--- src/rtl/adc_cfg_pkg.sv ---
// constants for the converter configuration register bank
package adc_cfg_pkg;
  localparam logic [7:0] ADDR_MODE_CTRL = 8'h00;
  localparam logic [7:0] ADDR_DATA_STRENGTH = 8'h26;
  localparam logic [7:0] ADDR_FORMAT = 8'h3d;
  localparam logic [7:0] ADDR_TEST_HIGH = 8'h3f;
  localparam logic [7:0] ADDR_TEST_LOW = 8'h40;
  localparam logic [7:0] ADDR_IFACE_RISE = 8'h41;
  localparam logic [7:0] ADDR_FALL_LAT = 8'h42;
  localparam logic [7:0] ADDR_POWER = 8'h43;
  localparam logic [7:0] ADDR_HF_TUNE = 8'h4a;
  localparam logic [7:0] ADDR_PEDESTAL = 8'hbf;
  localparam logic [7:0] ADDR_LOOP_CTRL = 8'hcf;
  localparam logic [7:0] ADDR_SLOW_RATE = 8'hdf;
  localparam logic [7:0] RESET_VALUE = 8'h00;
  localparam int READBACK_BIT = 0;
  localparam int SOFT_RESET_BIT = 1;
  localparam int DATA_STRENGTH_BIT = 0;
  localparam int FORMAT_LSB = 6;
  localparam int CORR_ON_BIT = 5;
  localparam int IFACE_LSB = 6;
  localparam int CLK_DRIVE_LSB = 4;
  localparam int RISE_EN_BIT = 3;
  localparam int RISE_CODE_LSB = 1;
  localparam int FALL_EN_BIT = 0;
  localparam int FALL_CODE_LSB = 6;
  localparam int DIGITAL_EN_BIT = 3;
  localparam int LIGHT_SLEEP_BIT = 2;
  localparam int FULL_SLEEP_BIT = 6;
  localparam int DRIVER_OFF_BIT = 4;
  localparam int SWING_EN_LSB = 0;
  localparam int HF_TUNE_BIT = 0;
  localparam int PEDESTAL_LSB = 4;
  localparam int HOLD_BIT = 7;
  localparam int AVG_CODE_LSB = 2;
  localparam int SLOW_LSB = 4;
  localparam logic [1:0] FMT_PIN = 2'b00;
  localparam logic [1:0] FMT_TWOS = 2'b10;
  localparam logic [1:0] FMT_OFFSET = 2'b11;
  localparam logic [1:0] IF_LVDS = 2'b01;
  localparam logic [1:0] IF_CMOS = 2'b11;
  localparam logic [1:0] BOTH_ON = 2'b11;
  localparam logic [1:0] EDGE_DEFAULT = 2'b00;
  localparam logic [2:0] PATTERN_USER = 3'b101;
  localparam logic [3:0] AVG_CODE_MAX = 4'b1011;
  localparam logic [11:0] MID_CODE = 12'h800;
endpackage

--- src/rtl/adc_config_register_bank.sv ---
// configuration register bank and derived controls of the converter
// Contract
// format field: 00 follows format pin, 10 twos complement, 11 offset binary
// dc correction loop runs only while correction bit is one
// user test word is high register plus upper nibble of low register
// interface field: 00/10 follow pin, 01 DDR LVDS, 11 parallel CMOS
// CMOS mode sets clock drive strength from two-bit field
// rise edge code applies only while rise enable is one
// LVDS rise codes: default, 500 ps, aligned, 200 ps
// CMOS rise codes: default, 100 ps, 200 ps, 1.5 ns
// fall edge code applies only while fall enable is one
// fall edge positioned by two-bit code in either interface
// digital path bit zero bypasses gain, patterns and correction
// light sleep powers down converter and buffers, reference stays on
// full sleep powers down converter, references and buffers
// driver off powers down output pins into high impedance
// swing setting honoured only when swing enable is 11
// controller sets high frequency bit above 230 MHz input
// corrected output converges on mid-code
// signed four-bit pedestal added to converged value
// hold freezes estimate and reuses last value
// loop time constant is one million cycles doubled per code step
// low speed mode only when field is 11
// data strength bit selects 100-ohm or 50-ohm termination
// readback mode blocks writes except to address zero
// test pattern code 101 outputs the user test word
`timescale 1ns/1ps
module adc_config_register_bank
(
  input wire logic clk_i,
  input wire logic resetn_i,
  input wire logic wr_en_i,
  input wire logic rd_en_i,
  input wire logic [7:0] addr_i,
  input wire logic [7:0] wdata_i,
  output logic [7:0] rdata_o,
  output logic rdata_valid_o,
  input wire logic format_select_pin_i,
  input wire logic [2:0] test_pattern_sel_i,
  output logic readback_mode_o,
  output logic twos_complement_o,
  output logic lvds_mode_o,
  output logic cmos_mode_o,
  output logic dc_correction_on_o,
  output logic estimate_hold_o,
  output logic [3:0] loop_averaging_code_o,
  output logic [31:0] loop_time_constant_o,
  output logic [11:0] correction_target_o,
  output logic [11:0] user_test_word_o,
  output logic user_pattern_active_o,
  output logic digital_path_enable_o,
  output logic [1:0] parallel_clock_drive_o,
  output logic [1:0] rise_shift_code_o,
  output logic [1:0] fall_shift_code_o,
  output logic converter_off_o,
  output logic reference_off_o,
  output logic output_driver_off_o,
  output logic swing_control_on_o,
  output logic high_freq_tuning_bit_o,
  output logic slow_rate_mode_o,
  output logic double_data_strength_o
);
  import adc_cfg_pkg::*;

  logic [7:0] mode_ctrl, data_strength, format, test_high, test_low;
  logic [7:0] iface_rise, fall_lat, power, hf_tune, pedestal, loop_ctrl, slow_rate;
  logic fmt_pin_q1, fmt_pin_q2;

  // format pin is asynchronous, two flops before use
  always_ff @(posedge clk_i)
  begin
    fmt_pin_q1 <= format_select_pin_i;
    fmt_pin_q2 <= fmt_pin_q1;
  end

  wire readback = mode_ctrl[READBACK_BIT];
  // only address zero stays writable in readback mode
  wire wr_ok = wr_en_i && (!readback || addr_i == ADDR_MODE_CTRL);
  wire soft_reset = wr_en_i && addr_i == ADDR_MODE_CTRL && wdata_i[SOFT_RESET_BIT];

  function automatic logic hit(input logic [7:0] a, input logic [7:0] target);
    hit = (a == target);
  endfunction

  always_ff @(posedge clk_i)
  begin
    if (!resetn_i || soft_reset)
    begin
      mode_ctrl <= RESET_VALUE;
      data_strength <= RESET_VALUE;
      format <= RESET_VALUE;
      test_high <= RESET_VALUE;
      test_low <= RESET_VALUE;
      iface_rise <= RESET_VALUE;
      fall_lat <= RESET_VALUE;
      power <= RESET_VALUE;
      hf_tune <= RESET_VALUE;
      pedestal <= RESET_VALUE;
      loop_ctrl <= RESET_VALUE;
      slow_rate <= RESET_VALUE;
    end
    else if (wr_ok)
    begin
      // reset bit self-clears, so only readback is stored
      if (hit(addr_i, ADDR_MODE_CTRL)) mode_ctrl <= {7'h00, wdata_i[READBACK_BIT]};
      if (hit(addr_i, ADDR_DATA_STRENGTH)) data_strength <= {6'h00, wdata_i[1:0]};
      if (hit(addr_i, ADDR_FORMAT)) format <= {wdata_i[7:5], 5'h00};
      if (hit(addr_i, ADDR_TEST_HIGH)) test_high <= wdata_i;
      if (hit(addr_i, ADDR_TEST_LOW)) test_low <= {wdata_i[7:4], 4'h0};
      if (hit(addr_i, ADDR_IFACE_RISE)) iface_rise <= wdata_i;
      if (hit(addr_i, ADDR_FALL_LAT)) fall_lat <= {wdata_i[7:6], 2'b00, wdata_i[3:2], 2'b00};
      if (hit(addr_i, ADDR_POWER)) power <= {1'b0, wdata_i[6], 1'b0, wdata_i[4], 2'b00,
                                             wdata_i[1:0]};
      if (hit(addr_i, ADDR_HF_TUNE)) hf_tune <= {7'h00, wdata_i[0]};
      if (hit(addr_i, ADDR_PEDESTAL)) pedestal <= {wdata_i[7:4], 4'h0};
      if (hit(addr_i, ADDR_LOOP_CTRL)) loop_ctrl <= {wdata_i[7], 1'b0, wdata_i[5:2], 2'b00};
      if (hit(addr_i, ADDR_SLOW_RATE)) slow_rate <= {2'b00, wdata_i[5:4], 4'h0};
    end
  end

  // readback: address zero itself cannot be read, returns zero
  logic [7:0] next_rdata;
  always_comb
  begin
    next_rdata = 8'h00;
    unique case (addr_i)
      ADDR_DATA_STRENGTH: next_rdata = data_strength;
      ADDR_FORMAT: next_rdata = format;
      ADDR_TEST_HIGH: next_rdata = test_high;
      ADDR_TEST_LOW: next_rdata = test_low;
      ADDR_IFACE_RISE: next_rdata = iface_rise;
      ADDR_FALL_LAT: next_rdata = fall_lat;
      ADDR_POWER: next_rdata = power;
      ADDR_HF_TUNE: next_rdata = hf_tune;
      ADDR_PEDESTAL: next_rdata = pedestal;
      ADDR_LOOP_CTRL: next_rdata = loop_ctrl;
      ADDR_SLOW_RATE: next_rdata = slow_rate;
      default: next_rdata = 8'h00;
    endcase
  end

  always_ff @(posedge clk_i)
  begin
    if (!resetn_i)
    begin
      rdata_o <= 8'h00;
      rdata_valid_o <= 1'b0;
    end
    else
    begin
      rdata_valid_o <= rd_en_i && readback;
      if (rd_en_i && readback) rdata_o <= next_rdata;
    end
  end

  // field decode
  wire [1:0] fmt_code = format[FORMAT_LSB +: 2];
  wire [1:0] if_code = iface_rise[IFACE_LSB +: 2];
  wire [1:0] rise_code = iface_rise[RISE_CODE_LSB +: 2];
  wire [1:0] fall_code = fall_lat[FALL_CODE_LSB +: 2];
  wire [3:0] ped = pedestal[PEDESTAL_LSB +: 4];
  wire [3:0] avg = loop_ctrl[AVG_CODE_LSB +: 4];
  // pin-controlled modes: pin high picks twos complement and CMOS
  wire pin_level = fmt_pin_q2;
  wire fmt_twos = (fmt_code == FMT_TWOS) ? 1'b1 :
                  (fmt_code == FMT_OFFSET) ? 1'b0 : pin_level;
  wire if_cmos = (if_code == IF_CMOS) ? 1'b1 :
                 (if_code == IF_LVDS) ? 1'b0 : pin_level;
  wire dig_en = fall_lat[DIGITAL_EN_BIT];
  wire corr_on = format[CORR_ON_BIT] && dig_en;

  assign readback_mode_o = readback;
  assign twos_complement_o = fmt_twos;
  assign lvds_mode_o = !if_cmos;
  assign cmos_mode_o = if_cmos;
  assign dc_correction_on_o = corr_on;
  assign estimate_hold_o = corr_on && loop_ctrl[HOLD_BIT];
  // codes above 1011 are undefined, clamped to the longest constant
  assign loop_averaging_code_o = (avg > AVG_CODE_MAX) ? AVG_CODE_MAX : avg;
  assign loop_time_constant_o = 32'h0010_0000 << loop_averaging_code_o;
  // mid-code plus sign-extended pedestal
  assign correction_target_o = MID_CODE + {{8{ped[3]}}, ped};
  assign user_test_word_o = {test_high, test_low[7:4]};
  assign user_pattern_active_o = dig_en && test_pattern_sel_i == PATTERN_USER;
  assign digital_path_enable_o = dig_en;
  // drive only matters in CMOS; LVDS sees maximum
  assign parallel_clock_drive_o = if_cmos ? iface_rise[CLK_DRIVE_LSB +: 2] : 2'b00;
  // code meaning (ps shift) depends on interface; analog decodes it
  assign rise_shift_code_o = iface_rise[RISE_EN_BIT] ? rise_code : EDGE_DEFAULT;
  assign fall_shift_code_o = iface_rise[FALL_EN_BIT] ? fall_code : EDGE_DEFAULT;
  assign converter_off_o = fall_lat[LIGHT_SLEEP_BIT] || power[FULL_SLEEP_BIT];
  assign reference_off_o = power[FULL_SLEEP_BIT];
  assign output_driver_off_o = power[DRIVER_OFF_BIT] || fall_lat[LIGHT_SLEEP_BIT]
                               || power[FULL_SLEEP_BIT];
  // 01 and 10 are forbidden writes; treated as off
  assign swing_control_on_o = power[SWING_EN_LSB +: 2] == BOTH_ON;
  assign high_freq_tuning_bit_o = hf_tune[HF_TUNE_BIT];
  assign slow_rate_mode_o = slow_rate[SLOW_LSB +: 2] == BOTH_ON;
  assign double_data_strength_o = data_strength[DATA_STRENGTH_BIT];

  a_readback_blocks: assert property (@(posedge clk_i) disable iff (!resetn_i)
    readback && wr_en_i && addr_i != ADDR_MODE_CTRL |=> $stable(format) && $stable(power))
    else $error("write accepted in readback mode");
  a_format_twos: assert property (@(posedge clk_i) disable iff (!resetn_i)
    fmt_code == FMT_TWOS |-> twos_complement_o) else $error("format not twos");
  a_format_offset: assert property (@(posedge clk_i) disable iff (!resetn_i)
    fmt_code == FMT_OFFSET |-> !twos_complement_o) else $error("format not offset");
  a_iface_select: assert property (@(posedge clk_i) disable iff (!resetn_i)
    if_code == IF_LVDS |-> lvds_mode_o && !cmos_mode_o) else $error("iface wrong");
  a_corr_gate: assert property (@(posedge clk_i) disable iff (!resetn_i)
    !format[CORR_ON_BIT] |-> !dc_correction_on_o && !estimate_hold_o)
    else $error("correction without enable");
  a_test_word: assert property (@(posedge clk_i) disable iff (!resetn_i)
    wr_ok && addr_i == ADDR_TEST_HIGH && !soft_reset |=> user_test_word_o[11:4] == $past(wdata_i))
    else $error("test word high wrong");
  a_rise_gate: assert property (@(posedge clk_i) disable iff (!resetn_i)
    !iface_rise[RISE_EN_BIT] |-> rise_shift_code_o == EDGE_DEFAULT) else $error("rise shifted");
  a_fall_gate: assert property (@(posedge clk_i) disable iff (!resetn_i)
    !iface_rise[FALL_EN_BIT] |-> fall_shift_code_o == EDGE_DEFAULT) else $error("fall shifted");
  a_full_sleep: assert property (@(posedge clk_i) disable iff (!resetn_i)
    power[FULL_SLEEP_BIT] |-> converter_off_o && reference_off_o && output_driver_off_o)
    else $error("full sleep incomplete");
  a_light_sleep: assert property (@(posedge clk_i) disable iff (!resetn_i)
    fall_lat[LIGHT_SLEEP_BIT] && !power[FULL_SLEEP_BIT] |-> converter_off_o && !reference_off_o)
    else $error("light sleep wrong");
  a_swing_gate: assert property (@(posedge clk_i) disable iff (!resetn_i)
    swing_control_on_o |-> power[1] && power[0]) else $error("swing on wrongly");
  a_ped_target: assert property (@(posedge clk_i) disable iff (!resetn_i)
    ped == 4'b1000 |-> correction_target_o == MID_CODE - 12'd8) else $error("pedestal");
endmodule

--- config.mk ---
export PLATFORM = sky130hd
export DESIGN_NAME = adc_config_register_bank
export DESIGN_NICKNAME = d
export VERILOG_FILES = /design/src/rtl/adc_cfg_pkg.sv /design/src/rtl/adc_config_register_bank.sv
export SDC_FILE = /design/constraint.sdc
export NUM_CORES = 1
export LEC_CHECK = 0
export BUFFER_PORTS_ARGS = -buffer_cell sky130_fd_sc_hd__buf_2
export CAP_MARGIN = 25
export CORE_MARGIN = 3
export CORE_UTILIZATION = 35
export DETAILED_ROUTE_END_ITERATION = 10
export PLACE_DENSITY = 0.65
export SLEW_MARGIN = 10
export SYNTH_ARGS = -nofsm -noshare
export SYNTH_HDL_FRONTEND = slang
export SYNTH_SLANG_ARGS = --single-unit
export TNS_END_PERCENT = 10
--- constraint.sdc ---
create_clock -name clk_i -period 5.25 [get_ports clk_i]
set_clock_uncertainty 0.2 [all_clocks]
set_input_delay 0.525 -clock clk_i [delete_from_list [all_inputs] [get_ports clk_i]]
set_output_delay 0.525 -clock clk_i [all_outputs]
set_load 0.05 [all_outputs]
==> flow_summary.json <==
{
  "placedCellCount": 519,
  "layout_commonest_cell": "buf_2",
  "synth_top_family_by_area": "simple AND/OR/NAND/NOR gates",
  "die_w_um": 101,
  "holdPathStages": 1,
  "ys.flop_type": "dfxtp_1",
  "grt_util_met1_pct": 23.6,
  "slew_violations": 0,
  "yosysWarnings": 0,
  "finalWorstSetupSlack_ns": 2.73,
  "power_density_nw_per_um2": 250,
  "fin_util_pct": 44.5,
  "total_leakage_power_uw": 0.00201,
  "synth_edf_count": 0,
  "rows": 33,
  "track_usage_pct": 17.6,
  "syn_area_per_cell_sq_um": 9.03,
  "grt_first_pass_wirelength_um": 13800,
  "slew_headroom_pct": 37.7,
  "drc": 0,
  "dr.pass1.iters": 5,
  "cts_root_buffer": "clkbuf_8",
  "post_cts_buffers": 0,
  "finalWirelength_um": 8940,
  "antenna_cells": 0,
  "crit_chain": "buf_2, or4_4, o21ai_4, nand4_4, mux2i_1, nor2_1",
  "r2r_start": "mode_ctrl[0]",
  "slowest_delay_ns": 0.58,
  "antenna_left": 0,
  "hold_buffers": 0,
  "end_kind": "flop",
  "period_needed_ns": 2.52,
  "grt_pass1_vias": 2652,
  "ys_seq_area_share_pct": 36.2,
  "holdWs_ns": 0.0749,
  "clock.fmax_mhz": 397,
  "status": "complete, no violations",
  "tritoncts": "done",
  "fp.dieH_um": 101,
  "cap_violations": 0,
  "slowest_stage": "or4_4",
  "ys_async_sr_fraction_pct": 0,
  "cts_made_buffers": 9,
  "r2r-end": "rdata_o[7]",
  "grtUsageMet2_pct": 26.7,
  "fin_crit_sh_pct": 47.9,
  "coreArea_sq_um": 8460,
  "post-place-ws_ns": 2.09,
  "cts_sinks": 57,
  "worst-r2r-cell-count": 4,
  "hold_end": "fmt_pin_q1",
  "clock_latency_ns": 0.35,
  "drive_gt1_share_pct": 29.9,
  "synthMuxAreaShare_pct": 17.2,
  "gr-total-overflow": 0,
  "dieArea_sq_um": 10200,
  "post_synth_xor_area_fraction_pct": 0,
  "tns_ns": 0,
  "yosys.area.top_type_share_pct": 36.2,
  "postCtsResizedCells": 0,
  "setup_violations": 0,
  "nets": 451,
  "layout.cells.non_filler": 537,
  "synthAdderAreaFrac_pct": 0,
  "io_pins": 114,
  "htreeDepth": 3,
  "required_ns": 5.28,
  "antenna_found_initial": 0,
  "hp-class": "in2reg",
  "top_usage_layer": "met2",
  "tightestPinTransition_ns": 0.921,
  "grt_max_degree": 33,
  "area_growth_pct": 19.4,
  "ys_seq_elements": 57,
  "final-hold-violation-count": 0,
  "synthesis.area_sq_um": 3150,
  "dp_hpwl_um": 6670,
  "crit_arrival_ns": 2.55,
  "synthCells": 349,
  "synth_area_leader_cell": "dfxtp_1",
  "vias": 2800,
  "clock_path_buffers": 2,
  "cp_max_fo": 15,
  "final_cell_mix": "buf_2 (93), nor2_1 (60), dfxtp_1 (57), mux2i_1 (52), conb_1 (20)",
  "r2r_slack_ns": 3.45,
  "rsz0062_at_grt": "false",
  "place.gp.congestion": 0.887,
  "clk_pin_slew_ns": 0.07,
  "io_buffers": 93,
  "grt_util_met3_pct": 6.09,
  "dr.first_iter.drc_count": 206,
  "fillers": 828,
  "synth_compound_area_share_pct": 9.48,
  "wire_per_inst_um": 16.7,
  "synth_area_leaders": "dfxtp_1 (36%), mux2i_1 (17%), nor2_1 (7.1%)",
  "synth_cell_types": 48,
  "path_class": "in2reg",
  "synth_simple_gate_area_share_pct": 26.7,
  "cp-start-kind": "input pin",
  "floorplan.initialDensity_pct": 37.3,
  "worst_ir_drop_vdd_mv": 0.142,
  "avgViaCountPerCell": 5.21,
  "worstHoldStart": "format_select_pin_i"
}
==> registers in the layout, indices dropped and copies added (netlist names), 2 cells and up <==
name,cells
iface_rise,8
rdata_o,8
test_high,8
loop_ctrl,5
fall_lat,4
pedestal,4
power,4
test_low,4
format,3
data_strength,2
slow_rate,2
==> where the power goes <==
part	internal [uW]	switching (uW)	leakage [uW]	total, uW
clock network	223	192	0.000100	415
registers	433	0.782	0.000460	434
logic	19.0	74.7	0.00145	93.7
==> cells by family (layout without fill, tap and decap cells) <==
logic type,Yosys count,in the layout
other,1,20
muxes,54,54
and+or+nand+nor,142,142
AOI/OAI and AO/OA,41,41
buffers and inverters,54,118
DFF,57,57
==> worst max path at each step <==
stage / slack [ns] / start / to
after floorplan: 2.46 / loop_ctrl[5] / loop_time_constant_o[24]
after global placement: 2.15 / addr_i[1] / iface_rise[4]
final: 2.73 / addr_i[1] / test_high[1]
after global routing: 2.65 / addr_i[1] / test_high[2]
after CTS: 2.45 / addr_i[1] / power[1]
after detailed placement: 2.09 / addr_i[1] / format[7]
==> synth_stat cells (2+ instances only) <==
cell and n:
o22ai_1 3, inv_1 6, a31oi_1 3, a32oi_1 7, buf_2 8, and4_1 2
o21ai_0 8, nor3b_1 2, dfxtp_1 57, a22oi_1 4, and3_1 13, nor2_1 60
buf_4 27, mux2i_1 52, a211oi_1 2, nand4_4 4, nand3_1 5, nand2_1 14
mux2_2 2, nand4_1 3, or4_4 2, nand3_2 2, and4b_1 4, o22a_1 2
nor4_1 2, clkbuf_1 10, buf_1 2, nor2b_1 6, a21oi_1 6, nor3_1 5
and2_1 9
==> worst max-delay path: cells and delay by family <==
family	cells	cell delay, ns
buffers and inverters	1	0.22
multiplexers	1	0.25
AND/OR/NAND/NOR	3	1.03
AO/OA/AOI/OAI	1	0.53
==> final cells by class <==
type,instances,area [sq um],area share [%]
multi-input cells,257,1760,46.8
flip-flops and latches,57,1140,30.3
repair buffers,96,505,13.4
well taps,105,131,3.49
clock buffers,9,124,3.29
clock inverters,7,77.6,2.06
inverters,6,22.5,0.598
==> metrics by stage <==
step	area, sq um	total power [uW]
after floorplan	3220	522
after global routing	3770	978
after detailed placement	3530	534
after global placement	3530	533
after CTS	3730	948
final	3770	943
==> metal layers <==
metal,part of all wire (%),wire length [um],vias up
li1,-,-,1349
met1,45,4020,1309
met2,45,3990,134
met3,9.4,845,8
met4,0.86,77,0
met5,0,0,-
Note: power is estimated with default switching activity, not from simulation.
